--- config.mk ---
export PLATFORM = sky130hd
export DESIGN_NAME = scmc_ctrl
export DESIGN_NICKNAME = d
export VERILOG_FILES = /design/src/scmc_pkg.sv /design/src/scmc_fast_div.sv /design/src/scmc_ctrl.sv
export SDC_FILE = /design/constraint.sdc
export NUM_CORES = 1
export LEC_CHECK = 0
export ABC_AREA = 0
export BUFFER_PORTS_ARGS = -buffer_cell sky130_fd_sc_hd__buf_2
export CORE_ASPECT_RATIO = 1.2
export CORE_MARGIN = 4
export CORE_UTILIZATION = 55
export CTS_BUF_LIST = sky130_fd_sc_hd__clkbuf_4 sky130_fd_sc_hd__clkbuf_8
export DETAILED_ROUTE_END_ITERATION = 12
export GPL_ROUTABILITY_DRIVEN = 1
export PLACE_DENSITY = 0.93
export SYNTH_ARGS = -nofsm -noshare
export SYNTH_HDL_FRONTEND = slang
export SYNTH_SLANG_ARGS = --single-unit
--- constraint.sdc ---
create_clock -name pclk -period 2.7 [get_ports pclk]
set_input_delay 0.27 -clock pclk [delete_from_list [all_inputs] [get_ports pclk]]
set_output_delay 0.27 -clock pclk [all_outputs]
set_load 0.01 [all_outputs]
--- src/scmc_pkg.sv ---
// Constants and types shared by the clock and operating mode controller.
// Assumes a 20 MHz APB clock and byte addresses on an 8-bit paddr.
package scmc_pkg;

  // Bus geometry
  localparam int SCMC_ADDR_W = 8;
  localparam int SCMC_DATA_W = 32;

  // Register byte addresses
  localparam logic [7:0] SCMC_MODE_OFS = 8'h00;
  localparam logic [7:0] SCMC_CTRL_OFS = 8'h04;
  localparam logic [7:0] SCMC_TIME_BASE_OFS = 8'h08;
  localparam logic [7:0] SCMC_PIN_OFS = 8'h0C;
  localparam logic [7:0] SCMC_STAT_OFS = 8'h10;

  // Mode register fields
  localparam int SCMC_DIV_LSB = 5;
  localparam int SCMC_FAST_WAKE_BIT = 4;
  localparam int SCMC_SLOW_RDY_BIT = 3;
  localparam int SCMC_FAST_RDY_BIT = 2;
  localparam int SCMC_IDLE_EN_BIT = 1;
  localparam int SCMC_FAST_SEL_BIT = 0;
  // Control, time base, pin share and status fields
  localparam int SCMC_KEEP_ON_BIT = 7;
  localparam int SCMC_LOW_POWER_BIT = 0;
  localparam int SCMC_PIN_OSC_BIT = 0;
  localparam int SCMC_STAT_WAKING_BIT = 4;
  localparam int SCMC_STAT_SEL_LSB = 5;

  // Reset values
  localparam logic [2:0] SCMC_DIV_RST = 3'h0;
  localparam logic SCMC_FAST_WAKE_RST = 1'b0;
  localparam logic SCMC_IDLE_EN_RST = 1'b1;
  localparam logic SCMC_FAST_SEL_RST = 1'b1;
  localparam logic SCMC_KEEP_ON_RST = 1'b0;
  localparam logic SCMC_LOW_POWER_RST = 1'b0;
  localparam logic SCMC_PIN_OSC_RST = 1'b0;

  // Divider codes: below this code the substitute clock is chosen
  localparam logic [2:0] SCMC_DIV_FIRST = 3'h2;

  // Start-up counts, in cycles of the oscillator concerned
  localparam int SCMC_CNT_W = 10;
  localparam logic [9:0] SCMC_FAST_XTAL_START = 10'h080;
  localparam logic [9:0] SCMC_FAST_RC_START = 10'h010;
  localparam logic [9:0] SCMC_SLOW_XTAL_START = 10'h080;
  localparam logic [1:0] SCMC_SLOW_RC_START = 2'h2;
  // Cycles of suppressed system ticks after a source switch
  localparam logic [1:0] SCMC_SWITCH_GAP = 2'h2;

  // Operating modes, Gray coded along run, idle, sleep
  typedef enum logic [2:0] {
    MODE_RUN = 3'h0,
    MODE_HALT_SYSCLK_ON = 3'h1,
    MODE_HALT_SYSCLK_OFF = 3'h3,
    MODE_HALT_SUBCLK_ON = 3'h2,
    MODE_HALT_ALL_OFF = 3'h6
  } scmc_mode_t;

  // System clock source in use
  typedef enum logic [1:0] {
    SEL_FAST = 2'h0,
    SEL_DIV = 2'h1,
    SEL_SUB = 2'h3
  } scmc_sel_t;

endpackage

--- src/scmc_fast_div.sv ---
// Divider of the fast clock tick stream, ratios 2 to 64.
// Assumes fast_tick is a one-cycle pulse on clk, one per fast period.
`timescale 1ns/1ps
module scmc_fast_div (
  input wire logic clk,
  input wire logic rst_n,
  input wire logic fast_tick,
  input wire logic [2:0] div_code,
  output logic div_tick
);
  import scmc_pkg::*;

  typedef struct packed {
    logic [5:0] cnt;
    logic [2:0] code;
    logic tick;
  } scmc_div_st_t;

  scmc_div_st_t st_q;
  scmc_div_st_t st_d;
  logic [5:0] mask;

  // Terminal count mask for the ratio in force
  assign mask = (st_q.code < SCMC_DIV_FIRST) ? 6'h3F :
                (6'h3F >> (st_q.code - SCMC_DIV_FIRST));

  // Count fast ticks; a new ratio is taken only at a period end
  always_comb begin
    st_d = st_q;
    st_d.tick = 1'b0;
    if (fast_tick) begin
      st_d.cnt = st_q.cnt + 6'h01;
      if ((st_q.cnt & mask) == mask) begin
        st_d.tick = 1'b1;
        st_d.cnt = 6'h00;
        st_d.code = div_code; // Avoids a short period on a ratio change
      end
    end
  end

  always_ff @(posedge clk or negedge rst_n) begin
    if (!rst_n) begin
      st_q <= '0;
    end else begin
      st_q <= st_d;
    end
  end

  assign div_tick = st_q.tick;
endmodule

--- src/scmc_ctrl.sv ---
// Clock source selection and operating mode gating, APB register slave.
// Clocks leave as one-cycle enable pulses on pclk; oscillators outside.
// Notes on behaviour
// - fast RC frequency fixed by strap
// - pin share bit frees crystal pins
// - power bit 0 quick, 1 low power
// - power bit clears at reset
// - crystal runs when used outside full sleep, low power starts slower
// - source from select bit and divider field
// - run mode fast clock divided one to 64
// - fast source crystal or RC by strap
// - substitute and time base sources by strap
// - fast oscillator stops on substitute clock
// - five modes gate CPU and clocks
// - run mode uses a fast oscillator
// - slow run uses substitute, fast off
// - substitute clocks CPU during fast wake
// - slow oscillators clock time base independently
// - slow crystal unusable until start-up done
// - field codes select substitute or division
// - select bit high gives undivided fast
// - halt picks sleep or idle mode
//
// Decided for this implementation: the register offsets and register access over APB.
`timescale 1ns/1ps
module scmc_ctrl (
  input wire logic pclk,
  input wire logic presetn,
  input wire logic psel,
  input wire logic penable,
  input wire logic pwrite,
  input wire logic [scmc_pkg::SCMC_ADDR_W-1:0] paddr,
  input wire logic [scmc_pkg::SCMC_DATA_W-1:0] pwdata,
  output logic [scmc_pkg::SCMC_DATA_W-1:0] prdata,
  output logic pready,
  output logic pslverr,
  input wire logic ext_fast_crystal,
  input wire logic int_fast_rc,
  input wire logic ext_slow_crystal,
  input wire logic int_slow_rc,
  input wire logic cfg_fast_is_rc,
  input wire logic cfg_sub_is_rc,
  input wire logic cfg_time_base_is_rc,
  input wire logic [1:0] cfg_fast_rc_freq,
  input wire logic halt_req,
  input wire logic wake_req,
  input wire logic wdt_enable,
  output logic cpu_clk_en,
  output logic system_clock_out,
  output logic substitute_clock,
  output logic time_base_clock,
  output logic fast_clock,
  output logic ext_fast_crystal_en,
  output logic int_fast_rc_en,
  output logic [1:0] int_fast_rc_freq,
  output logic ext_slow_crystal_en,
  output logic int_slow_rc_en,
  output logic slow_crystal_low_power,
  output logic slow_crystal_pins_osc,
  output logic [2:0] op_mode
);
  import scmc_pkg::*;

  typedef struct packed {
    logic [3:0] sync1;
    logic [3:0] sync2;
    logic [3:0] prev;
    logic cfg_done;
    logic fast_rc;
    logic sub_rc;
    logic tb_rc;
    logic [1:0] rc_freq;
    logic [2:0] div;
    logic fast_wake;
    logic idle_en;
    logic fast_sel;
    logic keep_on;
    logic low_power;
    logic pin_osc;
    scmc_mode_t mode;
    scmc_sel_t cur_sel;
    logic [1:0] hold;
    logic waking;
    logic [9:0] fast_cnt;
    logic fast_rdy;
    logic [9:0] xtal_cnt;
    logic xtal_rdy;
    logic [1:0] lrc_cnt;
    logic lrc_rdy;
    logic [31:0] rdata;
    logic [4:0] ticks;
  } scmc_ctl_st_t;

  scmc_ctl_st_t st_q;
  scmc_ctl_st_t st_d;

  logic [3:0] rise;
  logic fast_raw;
  logic fast_ok;
  logic div_tick;
  logic sub_tick;
  logic tb_tick;
  logic src_tick;
  logic sys_tick;
  logic old_tick;
  logic fast_on;
  logic xtal_used;
  logic slow_on;
  logic slow_rdy;
  logic [9:0] xtal_limit;
  logic [9:0] fast_limit;
  scmc_sel_t target;
  logic wr_take;
  logic rd_setup;
  logic addr_hit;
  logic [31:0] rd_mux;

  // Oscillator edges, taken only from the second sync stage
  assign rise = st_q.sync2 & ~st_q.prev;

  assign fast_raw = st_q.fast_rc ? rise[1] : rise[0];
  assign fast_ok = fast_raw & st_q.fast_rdy;

  scmc_fast_div u_div (
    .clk(pclk),
    .rst_n(presetn),
    .fast_tick(fast_ok),
    .div_code(st_q.div),
    .div_tick(div_tick)
  );

  // substitute and time base sources by strap
  assign sub_tick = st_q.sub_rc ? (rise[3] & st_q.lrc_rdy)
                                : (rise[2] & st_q.xtal_rdy);
  assign tb_tick = st_q.tb_rc ? (rise[3] & st_q.lrc_rdy)
                              : (rise[2] & st_q.xtal_rdy);
  assign slow_rdy = st_q.sub_rc ? st_q.lrc_rdy : st_q.xtal_rdy;

  // source from select bit and field
  assign target = st_q.fast_sel ? SEL_FAST :
                  (st_q.div < SCMC_DIV_FIRST) ? SEL_SUB : SEL_DIV;

  // Tick of the source currently driving the system clock
  always_comb begin
    unique case (st_q.cur_sel)
      SEL_FAST: src_tick = fast_ok;
      SEL_DIV: src_tick = div_tick;
      SEL_SUB: src_tick = sub_tick;
      default: src_tick = 1'b0;
    endcase
  end

  // switch only at an old period end
  // A stopped fast source has no period to finish, so it may not stall
  assign old_tick = src_tick |
                    ((st_q.cur_sel != SEL_SUB) & ~st_q.fast_rdy);

  // new source may not tick right after the old one
  // Costs at most one lengthened period per switch
  assign sys_tick = src_tick & (st_q.hold == 2'h0);

  assign fast_on = ((st_q.mode == MODE_RUN) ||
                    (st_q.mode == MODE_HALT_SYSCLK_ON)) &&
                   ((st_q.cur_sel != SEL_SUB) || (target != SEL_SUB));

  // slow oscillators in use run outside full sleep
  assign xtal_used = ~st_q.sub_rc | ~st_q.tb_rc;
  assign slow_on = st_q.mode != MODE_HALT_ALL_OFF;

  assign xtal_limit = st_q.low_power ? (SCMC_SLOW_XTAL_START << 1)
                                     : SCMC_SLOW_XTAL_START;
  assign fast_limit = st_q.fast_rc ? SCMC_FAST_RC_START
                                   : SCMC_FAST_XTAL_START;

  // APB decode; no wait states, read data latched in the setup cycle
  assign wr_take = psel & penable & pwrite;
  assign rd_setup = psel & ~penable & ~pwrite;
  assign addr_hit = (paddr == SCMC_MODE_OFS) ||
                    (paddr == SCMC_CTRL_OFS) ||
                    (paddr == SCMC_TIME_BASE_OFS) ||
                    (paddr == SCMC_PIN_OFS) ||
                    (paddr == SCMC_STAT_OFS);

  // Read data; unmapped offsets and unused bits read zero
  always_comb begin
    rd_mux = 32'h0000_0000;
    unique case (paddr)
      SCMC_MODE_OFS: begin
        rd_mux[SCMC_DIV_LSB +: 3] = st_q.div;
        rd_mux[SCMC_FAST_WAKE_BIT] = st_q.fast_wake;
        rd_mux[SCMC_SLOW_RDY_BIT] = slow_rdy;
        rd_mux[SCMC_FAST_RDY_BIT] = st_q.fast_rdy;
        rd_mux[SCMC_IDLE_EN_BIT] = st_q.idle_en;
        rd_mux[SCMC_FAST_SEL_BIT] = st_q.fast_sel;
      end
      SCMC_CTRL_OFS: rd_mux[SCMC_KEEP_ON_BIT] = st_q.keep_on;
      SCMC_TIME_BASE_OFS: rd_mux[SCMC_LOW_POWER_BIT] = st_q.low_power;
      SCMC_PIN_OFS: rd_mux[SCMC_PIN_OSC_BIT] = st_q.pin_osc;
      SCMC_STAT_OFS: begin
        rd_mux[2:0] = st_q.mode;
        rd_mux[SCMC_STAT_WAKING_BIT] = st_q.waking;
        rd_mux[SCMC_STAT_SEL_LSB +: 2] = st_q.cur_sel;
      end
      default: rd_mux = 32'h0000_0000;
    endcase
  end

  // Next state of the whole controller
  always_comb begin
    st_d = st_q;
    st_d.sync1 = {int_slow_rc, ext_slow_crystal, int_fast_rc,
                  ext_fast_crystal};
    st_d.sync2 = st_q.sync1;
    st_d.prev = st_q.sync2;

    if (!st_q.cfg_done) begin
      st_d.cfg_done = 1'b1;
      st_d.fast_rc = cfg_fast_is_rc;
      st_d.sub_rc = cfg_sub_is_rc;
      st_d.tb_rc = cfg_time_base_is_rc;
      st_d.rc_freq = cfg_fast_rc_freq;
    end

    if (rd_setup) begin
      st_d.rdata = rd_mux;
    end

    // Register writes take effect in the access cycle
    if (wr_take) begin
      unique case (paddr)
        SCMC_MODE_OFS: begin
          st_d.div = pwdata[SCMC_DIV_LSB +: 3];
          st_d.fast_wake = pwdata[SCMC_FAST_WAKE_BIT];
          st_d.idle_en = pwdata[SCMC_IDLE_EN_BIT];
          st_d.fast_sel = pwdata[SCMC_FAST_SEL_BIT];
        end
        SCMC_CTRL_OFS: st_d.keep_on = pwdata[SCMC_KEEP_ON_BIT];
        SCMC_TIME_BASE_OFS: st_d.low_power = pwdata[SCMC_LOW_POWER_BIT];
        SCMC_PIN_OFS: st_d.pin_osc = pwdata[SCMC_PIN_OSC_BIT];
        default: st_d.rdata = st_q.rdata;
      endcase
    end

    if (!fast_on) begin
      st_d.fast_cnt = 10'h000;
      st_d.fast_rdy = 1'b0;
    end else if (fast_raw && !st_q.fast_rdy) begin
      st_d.fast_cnt = st_q.fast_cnt + 10'h001;
      if (st_q.fast_cnt + 10'h001 >= fast_limit) begin
        st_d.fast_rdy = 1'b1;
      end
    end

    if (!(slow_on && xtal_used)) begin
      st_d.xtal_cnt = 10'h000;
      st_d.xtal_rdy = 1'b0;
    end else if (rise[2] && !st_q.xtal_rdy) begin
      st_d.xtal_cnt = st_q.xtal_cnt + 10'h001;
      if (st_q.xtal_cnt + 10'h001 >= xtal_limit) begin
        st_d.xtal_rdy = 1'b1;
      end
    end
    if (!(slow_on && !xtal_used) && !(slow_on && st_q.sub_rc) &&
        !(slow_on && st_q.tb_rc)) begin
      st_d.lrc_cnt = 2'h0;
      st_d.lrc_rdy = 1'b0;
    end else if (rise[3] && !st_q.lrc_rdy) begin
      st_d.lrc_cnt = st_q.lrc_cnt + 2'h1;
      if (st_q.lrc_cnt + 2'h1 >= SCMC_SLOW_RC_START) begin
        st_d.lrc_rdy = 1'b1;
      end
    end

    // adopt new source at a boundary
    if (st_q.hold != 2'h0) begin
      st_d.hold = st_q.hold - 2'h1;
    end
    if ((target != st_q.cur_sel) && old_tick) begin
      st_d.cur_sel = target;
      st_d.hold = SCMC_SWITCH_GAP;
    end

    unique case (st_q.mode)
      MODE_RUN: begin
        if (halt_req) begin
          if (st_q.idle_en) begin
            st_d.mode = st_q.keep_on ? MODE_HALT_SYSCLK_ON
                                     : MODE_HALT_SYSCLK_OFF;
          end else begin
            st_d.mode = wdt_enable ? MODE_HALT_SUBCLK_ON
                                   : MODE_HALT_ALL_OFF;
          end
        end
      end
      MODE_HALT_SYSCLK_ON, MODE_HALT_SYSCLK_OFF, MODE_HALT_SUBCLK_ON,
      MODE_HALT_ALL_OFF: begin
        if (wake_req) begin
          st_d.mode = MODE_RUN;
          st_d.waking = st_q.fast_wake & ~st_q.fast_rc &
                        (st_q.cur_sel != SEL_SUB) &
                        ((st_q.mode == MODE_HALT_SYSCLK_OFF) ||
                         (st_q.mode == MODE_HALT_SUBCLK_ON));
        end
      end
      default: st_d.mode = MODE_RUN;
    endcase
    if (st_q.waking && st_q.fast_rdy) begin
      st_d.waking = 1'b0;
      st_d.hold = SCMC_SWITCH_GAP; // Handover from substitute ticks
    end

    st_d.ticks = 5'h00;
    if (st_q.mode == MODE_RUN) begin
      st_d.ticks[0] = st_q.waking ? sub_tick : sys_tick;
    end
    if ((st_q.mode == MODE_RUN) || (st_q.mode == MODE_HALT_SYSCLK_ON)) begin
      st_d.ticks[1] = st_q.waking ? sub_tick : sys_tick;
    end
    st_d.ticks[2] = slow_on & sub_tick;
    // time base off only in sleep
    st_d.ticks[3] = tb_tick & (st_q.mode != MODE_HALT_ALL_OFF) &
                    (st_q.mode != MODE_HALT_SUBCLK_ON);
    st_d.ticks[4] = fast_ok;
  end

  always_ff @(posedge pclk or negedge presetn) begin
    if (!presetn) begin
      st_q <= '0;
      st_q.div <= SCMC_DIV_RST;
      st_q.fast_wake <= SCMC_FAST_WAKE_RST;
      st_q.idle_en <= SCMC_IDLE_EN_RST;
      st_q.fast_sel <= SCMC_FAST_SEL_RST;
      st_q.keep_on <= SCMC_KEEP_ON_RST;
      st_q.low_power <= SCMC_LOW_POWER_RST;
      st_q.pin_osc <= SCMC_PIN_OSC_RST;
      st_q.mode <= MODE_RUN;
      st_q.cur_sel <= SEL_FAST;
    end else begin
      st_q <= st_d;
    end
  end

  // Outputs
  assign prdata = st_q.rdata;
  assign pready = 1'b1;
  assign pslverr = psel & penable & ~addr_hit;
  assign cpu_clk_en = st_q.ticks[0];
  assign system_clock_out = st_q.ticks[1];
  assign substitute_clock = st_q.ticks[2];
  assign time_base_clock = st_q.ticks[3];
  assign fast_clock = st_q.ticks[4];
  assign ext_fast_crystal_en = fast_on & ~st_q.fast_rc;
  assign int_fast_rc_en = fast_on & st_q.fast_rc;
  assign int_fast_rc_freq = st_q.rc_freq;
  assign ext_slow_crystal_en = slow_on & xtal_used;
  assign int_slow_rc_en = slow_on & (st_q.sub_rc | st_q.tb_rc);
  assign slow_crystal_low_power = st_q.low_power;
  assign slow_crystal_pins_osc = st_q.pin_osc;
  assign op_mode = st_q.mode;
endmodule

==> results.py <==
metrics = {
    "cells_and_area": {
        "n_fill_cell": 598,
        "syn_to_final_growth_pct": 9.171,
        "fin_area_mm2": 0.004796,
        "drive_above_1_share_pct": 22.18,
        "multi_input_area_mm2": 0.002012,
        "postLayoutCoreUtil_pct": 61.87,
        "register_area_mm2": 0.002081,
        "fin_nets": 552,
        "insertedDiodeCount": 0,
    },
    "yosys": {
        "synth_simple_gate_area_share_pct": 18.06,
        "synth_compound_area_share_pct": 8.459,
        "syn-instance-count": 438,
        "synth_top_flop_cell": "dfrtp_1",
        "avgSynthCellArea_um2": 10.03,
        "synth-async-reset-ratio_pct": 100.0,
        "synth-xor-area-share_pct": 6.978,
        "synth_adder_area_share_pct": 3.931,
        "synth_common_cells": "dfrtp_1, nor2_1, buf_4, nand2_1, xor2_1",
        "yosys_warnings": 0,
        "yosysMostFrequentCell": "dfrtp_1",
        "syn_area_mm2": 0.004393,
        "synth_top_family_by_area": "simple AND/OR/NAND/NOR gates",
        "synth_edf_count": 0,
        "muxShareOfSynthArea_pct": 5.981,
        "synth.area.top_cells": "dfrtp_1, buf_4, mux2_2, nor2_1, xor2_1",
        "synth_top_area_cell": "dfrtp_1",
        "seq_area_frac_synth_pct": 47.34,
        "ys_ff_latch": 83,
        "ys_types": 59,
        "synth_top_area_share_pct": 46.14,
    },
    "sta": {
        "fin_worst_skew_ps": 8.950,
        "setup_viol": 0,
        "period_share_pct": 93.35,
        "final.setup.tns_ps": 0,
        "tightest_slew_ps": 1004,
        "hold_viol_final": 0,
        "period_needed_ps": 2520,
        "whs_ps": 23.33,
        "maxSlewHeadroom_pct": 33.05,
        "fmax_mhz": 396.8,
        "final_max_slew_viol_count": 0,
    },
    "clock_network": {
        "ctsHtreeMaxLevel": 3,
        "cts_hold_buf": 0,
        "cts_sinks": 83,
        "cts_made_buffers": 9,
        "tritoncts": "done",
        "cts_root_buffer": "clkbuf_8",
        "clock_latency_ps": 350,
        "clk_path_buf_depth": 2,
        "clkTransAtPathRegs_ps": 80,
        "postCtsSetupBuffers": 0,
    },
    "drt": {
        "vias": 3222,
        "wl_per_cell_um": 14.87,
        "ant_nets": 0,
        "first_iter_violations": 192,
        "firstDrtPassIters": 4,
        "via_per_inst": 5.565,
        "drc_errors": 0,
        "drt-total-wl_um": 8609,
    },
    "pwr": {
        "vdd_drop_max_uv": 455.9,
        "p_leak_nw": 2.330,
        "power_density_mw_per_mm2": 598.7,
    },
    "die": {
        "core_area_mm2": 0.007751,
        "rows": 35,
        "start_util_pct": 56.67,
        "pin_count": 107,
        "die_h_um": 105.9,
        "die_x_um": 89.59,
        "dieArea_mm2": 0.009487,
    },
    "global_routing": {
        "grt_first_pass_wirelength_um": 14510,
        "grt_usage_pct": 19.38,
        "grt_pass1_vias": 3199,
        "overflow": 0,
        "antenna_found_initial": 0,
        "grt_max_degree": 84,
    },
    "critical_path": {
        "crit_fanout": 6,
        "end_kind": "flip-flop",
        "cp.arrival_ps": 2780,
        "setup.worst_path.class": "flip-flop to flip-flop",
        "max_stage_delay_ps": 440,
        "path_delay_family": "simple AND/OR/NAND/NOR gates",
        "crit_path_start_kind": "flip-flop",
        "slowest_stage": "dfrtp_1",
        "required_ps": 2960,
        "cp.buffers_inverters": 0,
        "path_cells": "ha_2 > nand3_1 > nor3_2 > xor2_1 > ha_1 > nor4bb_1 > mux2i_1 > a32o_1 > a311oi_1",
    },
    "placement": {
        "place.gp.congestion": 0.8668,
        "place_area_mm2": 0.004578,
        "port_buffers": 55,
        "dp_hpwl_um": 6344,
    },
    "outcome": {
        "status": "completed",
    },
    "run": {
        "maxCapViolations": 0,
    },
    "worst_hold_path": {
        "min_path_type": "primary input to flip-flop",
    },
}
[power by group]
| part | internal (mW) | leakage, nW | switching (mW) | total, mW |
|---|---|---|---|---|
| Sequential | 1.35 | 1.09 | 0.122 | 1.47 |
| Clock | 0.508 | 0.111 | 0.414 | 0.923 |
| Combinational | 0.198 | 1.13 | 0.282 | 0.480 |
| Total | 2.05 | 2.33 | 0.819 | 2.87 |
[timing repair]
item                                    in CTS  in global routing
resized for setup                            0                  3
endpoints found under the setup margin       0                  1
hold endpoints to repair                     0                  0
[metal layers]
metal | GRT usage, % | vias to the layer above | routed length, um
li1 | - | 1509 | -
met1 | 22.99 | 1561 | 3414
met2 | 32.11 | 125 | 4408
met3 | 3.643 | 27 | 509
met4 | 10.96 | 0 | 277
met5 | 0 | - | 0
[worst register-to-register path, stage by stage (launching register included)]
cell and delay, ps:
dfrtp_1 440, ha_2 270, nand3_1 200, nor3_2 260, xor2_1 100, ha_1 310
nor4bb_1 270, mux2i_1 110, a32o_1 220, a311oi_1 250
[cell type report]
| cell class | instances | share of cell area (%) |
|---|---|---|
| sequential | 83 | 43.39 |
| timing repair buffer | 60 | 6.574 |
| clock buffer | 14 | 3.626 |
| multi-input combinational | 311 | 41.95 |
| inverter | 17 | 1.331 |
| tap | 92 | 2.400 |
| clock inverter | 2 | 0.7305 |
[final timing paths]
check	endpoint	cells past startpoint	start	slack, ps
worst min-delay path	st_d[89]	1	ext_fast_crystal	20
worst min register to register	st_d[85]	0	st_d[89]	350
worst max register to register	st_q[40]	9	st_q[42]	180
min in group asynchronous	u_div.st_q[8]	1	presetn	80
max in group asynchronous	st_q[41]	1	presetn	1910
worst max-delay path	st_q[40]	9	st_q[42]	180
[per-stage QoR]
stage               setup WS, ps  cells  power [mW]
floorplan                  422.9    462       1.831
global placement           290.7    563       1.928
detailed placement         134.3    563       1.965
CTS                        95.70    579       2.885
global route              -6.373    579       3.031
finish                     179.7    579       2.872
[kinds of logic after synthesis]
group | count (synthesis)
other cells | 2
flops | 83
xor+xnor | 35
fa+ha+maj | 14
mux | 24
simple gates | 159
compound gates | 53
buf+inv | 68
[flip-flops by register name (all words and copies together) (netlist names), 2 cells and up]
name	count
op_mode	3
st_d	8
u_div.st_q	9
prdata	8
st_q	45
int_fast_rc_freq	2
[placed cells by master (no fill, tap or decap), drive strengths merged, types with 11 or more instances in the layout]
master,n
conb,26
a21oi,11
o21ai,11
buf,60
nand3,11
nand2,39
ha,13
xor2,22
dfrtp,81
nor2,54
xnor2,13
inv,17
mux2,18
clkbuf,14
Note: power is estimated with default switching activity, not from simulation.
